==> config.mk <==
export PLATFORM = sky130hd
export DESIGN_NAME = diag_adc_request_queue
export DESIGN_NICKNAME = d
export VERILOG_FILES = /design/src/pkg/diag_adc_pkg.sv /design/src/diag_select_decode.sv /design/src/diag_adc_request_queue.sv
export SDC_FILE = /design/constraint.sdc
export NUM_CORES = 1
export LEC_CHECK = 0
export CORE_MARGIN = 3
export CORE_UTILIZATION = 57
export CTS_CLUSTER_SIZE = 40
export DETAILED_ROUTE_END_ITERATION = 8
export DONT_BUFFER_PORTS = 1
export MAX_ROUTING_LAYER = met4
export PLACE_DENSITY = 0.84
export RECOVER_POWER = 25
export SLEW_MARGIN = 15
export SYNTH_ARGS = -nofsm -noshare
export SYNTH_HDL_FRONTEND = slang
export SYNTH_SLANG_ARGS = --single-unit
export TNS_END_PERCENT = 1
==> constraint.sdc <==
create_clock -name clk -period 2.35 [get_ports clk]
set_input_delay 0.1175 -clock clk [delete_from_list [all_inputs] [get_ports clk]]
set_output_delay 0.1175 -clock clk [all_outputs]
set_load 0.01 [all_outputs]
==> src/pkg/diag_adc_pkg.sv <==
`default_nettype none
package diag_adc_pkg;
   localparam int        SLOTS        = 4;
   localparam int        SEL_W        = 7;
   localparam int        RES_W        = 10;
   localparam int        WORD_W       = 20;
   localparam logic [7:0] ADDR_SLOT_A = 8'h3a;
   localparam logic [7:0] ADDR_SLOT_B = 8'h3b;
   localparam logic [7:0] ADDR_SLOT_C = 8'h3c;
   localparam logic [7:0] ADDR_SLOT_D = 8'h3d;
   localparam int        FLAG_BIT     = 19;
   localparam int        ECHO_LSB     = 10;
   // measurement select codes
   localparam logic [6:0] SEL_UNUSED0  = 7'h00;
   localparam logic [6:0] SEL_GROUND   = 7'h01;
   localparam logic [6:0] SEL_FULLSCL  = 7'h02;
   localparam logic [6:0] SEL_DCS_V    = 7'h03;
   localparam logic [6:0] SEL_DCS_I    = 7'h04;
   localparam logic [6:0] SEL_DCS_R    = 7'h05;
   localparam logic [6:0] SEL_SQUIB    = 7'h06;
   localparam logic [6:0] SEL_VREF     = 7'h07;
   localparam logic [6:0] SEL_VREFMON  = 7'h08;
   localparam logic [6:0] SEL_CORE     = 7'h09;
   localparam logic [6:0] SEL_TEMP     = 7'h0a;
   localparam logic [6:0] SEL_DCS_CH0  = 7'h0b;
   localparam logic [6:0] SEL_DCS_CH8  = 7'h13;
   localparam logic [6:0] SEL_ESR_B    = 7'h14;
   localparam logic [6:0] SEL_ESR_A    = 7'h15;
   localparam logic [6:0] SEL_ESR_C    = 7'h16;
   localparam logic [9:0] RES_NONE     = 10'h000;
   localparam logic [6:0] SEL_RESET    = 7'h00;
   // analog source selector handed to the mux
   typedef enum logic [4:0]
   {
      SRC_NONE, SRC_GROUND, SRC_FULLSCALE, SRC_DCS_V, SRC_DCS_I,
      SRC_DCS_R, SRC_SQUIB, SRC_VREF, SRC_VREFMON, SRC_CORE,
      SRC_TEMP, SRC_DCS_CH, SRC_ESR_B, SRC_ESR_A, SRC_ESR_C
   } mux_source_t;
   typedef struct packed
   {
      mux_source_t source;
      logic [3:0]  channel;
   } mux_select_t;
   typedef enum logic [2:0]
   {
      ST_IDLE = 3'b001,
      ST_CONV = 3'b010,
      ST_DONE = 3'b100
   } conv_state_t;
endpackage : diag_adc_pkg
`default_nettype wire

==> src/diag_select_decode.sv <==
`timescale 1ns/1ps
`default_nettype none
module diag_select_decode
   import diag_adc_pkg::*;
(
   // code in
   input  wire logic [SEL_W-1:0] code,
   // mux selection out
   output mux_select_t           sel
);
   wire in_dcs_range = (code >= SEL_DCS_CH0) && (code <= SEL_DCS_CH8);
   wire [6:0] ch_off = code - SEL_DCS_CH0;
   mux_source_t src;
   // unused codes still convert, into a zero result
   assign src =
      (code == SEL_GROUND)  ? SRC_GROUND    :
      (code == SEL_FULLSCL) ? SRC_FULLSCALE :
      (code == SEL_DCS_V)   ? SRC_DCS_V     :
      (code == SEL_DCS_I)   ? SRC_DCS_I     :
      (code == SEL_DCS_R)   ? SRC_DCS_R     :
      (code == SEL_SQUIB)   ? SRC_SQUIB     :
      (code == SEL_VREF)    ? SRC_VREF      :
      (code == SEL_VREFMON) ? SRC_VREFMON   :
      (code == SEL_CORE)    ? SRC_CORE      :
      (code == SEL_TEMP)    ? SRC_TEMP      :
      in_dcs_range          ? SRC_DCS_CH    :
      (code == SEL_ESR_B)   ? SRC_ESR_B     :
      (code == SEL_ESR_A)   ? SRC_ESR_A     :
      (code == SEL_ESR_C)   ? SRC_ESR_C     :
                              SRC_NONE;
   wire [3:0] chan = in_dcs_range ? ch_off[3:0] : 4'h0;
   assign sel = '{source: src, channel: chan};
endmodule : diag_select_decode
`default_nettype wire

==> src/diag_adc_request_queue.sv <==
`timescale 1ns/1ps
`default_nettype none
// Behaviour
// - four independent slots, one command each
// - slot D at 0x3d, flag/echo/result reply
// - ready bits OR the slot flag pairs
// - flag set on done, cleared by read
// - result held until newer conversion done
// - queued requests run in arrival order
// - queue holds four entries
// - repeat command replaces pending request
// - result goes to the requesting slot
// - codes 03-05 select dc sensor v/i/r
// - codes 01,02,06 ground, fullscale, squib
// - codes 07-0a reference, monitors, temperature
// - codes 0b-13 dc sensor channels 0-8
// - codes 14-16 esr b, a, c voltages
module diag_adc_request_queue
   import diag_adc_pkg::*;
#(
   parameter int DEPTH = SLOTS
)
(
   // clock and reset
   input  wire logic              clk,
   input  wire logic              rst,
   // decoded spi command
   input  wire logic              cmd_valid,
   input  wire logic [7:0]        cmd_addr,
   input  wire logic [SEL_W-1:0]  cmd_select,
   output logic [WORD_W-1:0]      cmd_reply,
   output logic                   cmd_hit,
   // converter
   output mux_select_t            conv_sel,
   output logic                   conv_start,
   input  wire logic              conv_done,
   input  wire logic [RES_W-1:0]  conv_data,
   // status
   output logic                   results_ready_ab,
   output logic                   results_ready_cd
);
   // index widths are sized for exactly one entry per slot
   if (DEPTH != SLOTS)
   begin : g_depth_check
      $error("queue depth must equal slot count");
   end
   // ********************************************************
   // command decode
   // ********************************************************
   wire [1:0] slot_idx =
      (cmd_addr == ADDR_SLOT_A) ? 2'd0 :
      (cmd_addr == ADDR_SLOT_B) ? 2'd1 :
      (cmd_addr == ADDR_SLOT_C) ? 2'd2 : 2'd3;
   wire hit = (cmd_addr == ADDR_SLOT_A) || (cmd_addr == ADDR_SLOT_B) ||
              (cmd_addr == ADDR_SLOT_C) || (cmd_addr == ADDR_SLOT_D);
   wire req = cmd_valid && hit;
   assign cmd_hit = hit;
   // ********************************************************
   // slot storage
   // ********************************************************
   logic [SEL_W-1:0] code_reg   [SLOTS];
   logic [RES_W-1:0] result_reg [SLOTS];
   logic [SLOTS-1:0] flag_reg;
   logic [SLOTS-1:0] pend_reg;
   // fifo of slot indices; a slot is in it at most once, so 4 suffice
   logic [1:0]       fifo_reg [DEPTH];
   logic [2:0]       count_reg;
   conv_state_t      state_reg;
   logic [1:0]       cur_reg;
   logic [WORD_W-1:0] reply_reg;
   wire start_now = (state_reg == ST_IDLE) && (count_reg != 3'd0);
   wire finish    = (state_reg == ST_CONV) && conv_done;
   wire dup       = req && pend_reg[slot_idx];
   wire push      = req && !pend_reg[slot_idx];
   wire [2:0] count_pop = start_now ? count_reg - 3'd1 : count_reg;
   // ********************************************************
   // queue and state machine
   // ********************************************************
   always_ff @(posedge clk)
   begin
      if (rst)
      begin
         count_reg <= 3'd0;
         pend_reg  <= '0;
         state_reg <= ST_IDLE;
         cur_reg   <= 2'd0;
         for (int i = 0; i < DEPTH; i++)
            fifo_reg[i] <= 2'd0;
      end
      else
      begin
         if (start_now)
         begin
            for (int i = 0; i < DEPTH - 1; i++)
               fifo_reg[i] <= fifo_reg[i+1];
            cur_reg <= fifo_reg[0];
         end
         if (push)
            fifo_reg[count_pop[1:0]] <= slot_idx;
         count_reg <= count_pop + (push ? 3'd1 : 3'd0);
         pend_reg  <= (pend_reg
                      & ~(start_now ? (4'b0001 << fifo_reg[0]) : 4'b0000))
                      | (push ? (4'b0001 << slot_idx) : 4'b0000);
         case (state_reg)
            ST_IDLE: if (start_now) state_reg <= ST_CONV;
            ST_CONV: if (conv_done) state_reg <= ST_DONE;
            ST_DONE: state_reg <= ST_IDLE;
            default: state_reg <= ST_IDLE;
         endcase
      end
   end
   // ********************************************************
   // slot registers and reply
   // ********************************************************
   always_ff @(posedge clk)
   begin
      if (rst)
      begin
         flag_reg  <= '0;
         reply_reg <= '0;
         for (int i = 0; i < SLOTS; i++)
         begin
            code_reg[i]   <= SEL_RESET;
            result_reg[i] <= RES_NONE;
         end
      end
      else
      begin
         if (req)
         begin
            // bits 18:17 of the reply always read as zero
            reply_reg <= {flag_reg[slot_idx], 2'b00, code_reg[slot_idx],
                          result_reg[slot_idx]};
            code_reg[slot_idx] <= cmd_select;
         end
         for (int i = 0; i < SLOTS; i++)
         begin
            // completion wins over a read clear in the same cycle
            if (finish && cur_reg == 2'(i))
            begin
               result_reg[i] <= conv_data;
               flag_reg[i]   <= 1'b1;
            end
            else if (req && slot_idx == 2'(i))
               flag_reg[i] <= 1'b0;
         end
      end
   end
   // a rewrite of the running slot retargets the mux live
   diag_select_decode u_dec
   (
      .code (code_reg[cur_reg]),
      .sel  (conv_sel)
   );
   assign conv_start = (state_reg == ST_CONV);
   assign cmd_reply  = reply_reg;
   assign results_ready_ab = flag_reg[0] | flag_reg[1];
   assign results_ready_cd = flag_reg[2] | flag_reg[3];
endmodule : diag_adc_request_queue
`default_nettype wire

==> out/qor.txt <==
CP peak stage delay: 0.53 ns
Max Clk Rate: 397 MHz
final hold viol count: 0
fillers: 664
unrepaired setup endpoints after global routing: true
WP data arrival: 2.40 ns
Clock Sinks: 112
1st-pass router iterations: 6
min-delay worst type: input port to register
yosys synthesis warning count: 0
final std cells w/o fill: 659
worst vdd ir: 587 uV
final hold slack: 0.0203 ns
unique cell type count in the Yosys netlist: 65
synthesized cell area: 5550 sq um
failing checks: setup timing
register area share after synthesis: 54.2%
Core Area: 9330 sq um
Slew @ Worst Pin: 0.690 ns
Max-slew headroom: 54.0%
CP bufs+invs: 5
final setup vio count: 10
Die Height: 105 microns
final RePlAce weighted congestion: 0.923
CP cell instances: buf_6 -> buf_6 -> mux4_2 -> buf_6 -> buf_4 -> nor3_4 -> a21oi_2 -> o31ai_1 -> buf_4
worst r2r dst: count_reg[2]
pin count of the biggest net entering global routing: 37
die boundary width: 105 microns
r2r startpoint: count_reg[0]
period utilization: 107%
Startpoint Class: register
# rows: 35
number of port buffers: 0
Die ar.: 10900 sq um
Post-synth ARST share: 0%
final net count: 562
Via-to-Cell Ratio: 6.19
DRC: 0
final-report max-slew violation count: 0
GRT Overall Usage: 26.2%
Final min period: 2.52 ns
TritonCTS clock tree: yes
vias in the first global route: 4239
pre-CTS setup slack: -0.0981 ns
critical path type: register to primary output
status: finished with violations
crit-path max FO: 5
number of flops mapped to enable cells by yosys: 76
post-route cell area: 6370 sq um
first-pass GRT wire length: 22100 microns
flop2flop setup slack: -0.04 ns
pwr dens: 801 nW/um^2
Cells after Synth: 485
total CTS buffers: 9
P&R area growth vs syn: 14.8%
Synth Flop Type: edfxtp_1
Worst-Skew Late Latency: 0.38 ns
kind of end point of the critical path: primary output
Yosys reg bits: 112
max FFs per register: 40
routed wire length: 13700 microns
Max Cap Violations: 0
placed cells: 613
post-DP HPWL: 9010 microns
syn_area_per_cell: 11.4 sq um
crit-path most repeated cell: buf_6
WL/cell: 20.7 microns
diode count: 0
Cell Area, Placed: 5790 sq um
Top Family by Delay on Critical Path: buffers and inverters
R2R cell count: 11
Lkg Pwr: 2.38 nW
H-tree depth: 3
hold endpoint: count_reg[0]
hold path startpoint: rst
GRT overflow: 0
CTS clk-pin slew, worst paths: 0.10 ns
CTS root buf: clkbuf_8
final worst setup slack: -0.168 ns
Initial DRC Count: 429
clk_skew: 0.0127 ns
Max clock buf depth: 2
Finished Core Util: 68.3%
Initial Utilization: 59.5%
vias: 4076
antenna-violating nets left: 0
CP max stage cell: mux4_2
proportion of layout cells with a drive suffix above 1: 22.3%
I/O pins: 62
Critical Path RT: 2.23 ns
hold depth: 2
initial antenna violation count: 0
-- stage by stage --
stage	total power, mW	TNS (ns)
global placement	3.60	0
finish	5.10	-0.826
detailed placement	3.69	-0.261
global route	5.33	-1.96
floorplan	3.35	0
CTS	4.95	-0.716
-- how the worst max path moves through the flow --
stage                           to  slack (ns)           start  cells past startpoint
floorplan           fifo_reg[2][1]        0.07    count_reg[0]                     10
global placement    fifo_reg[2][1]        0.08    count_reg[0]                      9
detailed placement  fifo_reg[1][1]        -0.1    count_reg[0]                      9
CTS                    conv_sel[4]       -0.18        register                      7
global route           conv_sel[5]       -0.24  code_reg[3][5]                      7
finish                 conv_sel[7]       -0.17        register                      9
-- report_power, final --
part | internal (mW) | switching (mW) | leakage, nW
registers | 2.29 | 0.154 | 1.06
clock network | 0.414 | 0.694 | 0.0966
logic | 0.696 | 0.851 | 1.23
-- area by class of cell --
type / instances / area (sq um) / share of cell area (%)
clock inverter: 6 / 67.6 / 1.06
clock buffer: 10 / 128 / 2.00
tap: 129 / 161 / 2.53
sequential: 112 / 3010 / 47.3
timing repair buffer: 58 / 503 / 7.90
multi-input combinational: 322 / 2410 / 37.9
inverter: 22 / 83.8 / 1.32
-- per-layer routing --
layer / GRT usage [%] / vias to the layer above / share of wire [%]
met1: 30.2 / 1994 / 38
met4: 8.53 / 0 / 1.9
li1: - / 1881 / -
met3: 5.56 / 26 / 7.8
met5: - / - / 0
met2: 45.9 / 175 / 52
-- cell usage in the layout (no fill, tap or decap), types with 4 or more instances in the layout --
cell type      netlist  layout
a211oi_1            19      19
buf_6                1       5
nor2_1              35      30
nand2_1             18      17
dlygate4sd3_1        0      19
nor3_1               9       7
nand2b_1             5       5
mux2i_1              5       5
edfxtp_1            76      76
ha_1                 8       5
nand3_1             12      11
a222oi_1            18      18
nor2_4               0       4
buf_4                5      30
and2_1              56      53
mux4_2               2       5
mux2_2              21      20
inv_1               20      18
a21oi_1             15      14
a31o_2               5       5
nor2b_1              4       4
nand3_2              3       4
clkbuf_8             0       9
clkbuf_1            16       4
o21ai_0             12      10
and3_1              17      17
a21o_1               4       4
dfxtp_1             36      32
xnor2_1              4       4
-- cells by family (layout without fill, tap and decap cells) --
group                      after synthesis  after routing  synth area share, %
muxes                                   32             32                 7.81
xor gates and xnor gates                 4              4                0.632
buffers and inverters                   53             96                 4.22
AOI/OAI and AO/OA                       95             95                 13.0
adders and majority gates                8              8                 1.81
other                                    1              3               0.0676
DFF                                    112            112                 54.2
and+or+nand+nor                        180            180                 18.3
-- Yosys cell counts (all sizes together) (6+ instances only) --
master / number / area, sq um
a211oi: 20 / 155
a21oi: 15 / 75.1
a222oi: 18 / 180
and2: 56 / 350
and3: 17 / 106
buf: 14 / 86.3
clkbuf: 17 / 65.1
dfxtp: 36 / 721
edfxtp: 76 / 2280
ha: 8 / 100
inv: 21 / 78.8
mux2: 21 / 236
mux2i: 6 / 72.6
nand2: 19 / 73.8
nand3: 15 / 90.1
nor2: 35 / 131
nor3: 10 / 55.1
o21ai: 14 / 73.8
or2: 7 / 43.8
-- worst reg2reg max path, stage by stage (launching register included) --
cell and delay, ns:
dfxtp_2 0.36, inv_1 0.07, ha_1 0.21, ha_1 0.21, buf_4 0.15, nor4b_4 0.24
xnor2_1 0.23, inv_1 0.15, ha_1 0.24, ha_1 0.20, xnor2_1 0.17, nor2_1 0.06
-- timing repair --
| item | in CTS | in global routing |
|---|---|---|
| gates resized for setup | 28 | 19 |
| setup buffers | 7 | 3 |
| endpoints found under the hold margin | 105 | 0 |
| hold buffers | 20 | 0 |
| pin swaps | 4 | 4 |
| endpoints found under the setup margin | 14 | 17 |
No activity file was read; power rests on OpenSTA's default activity.
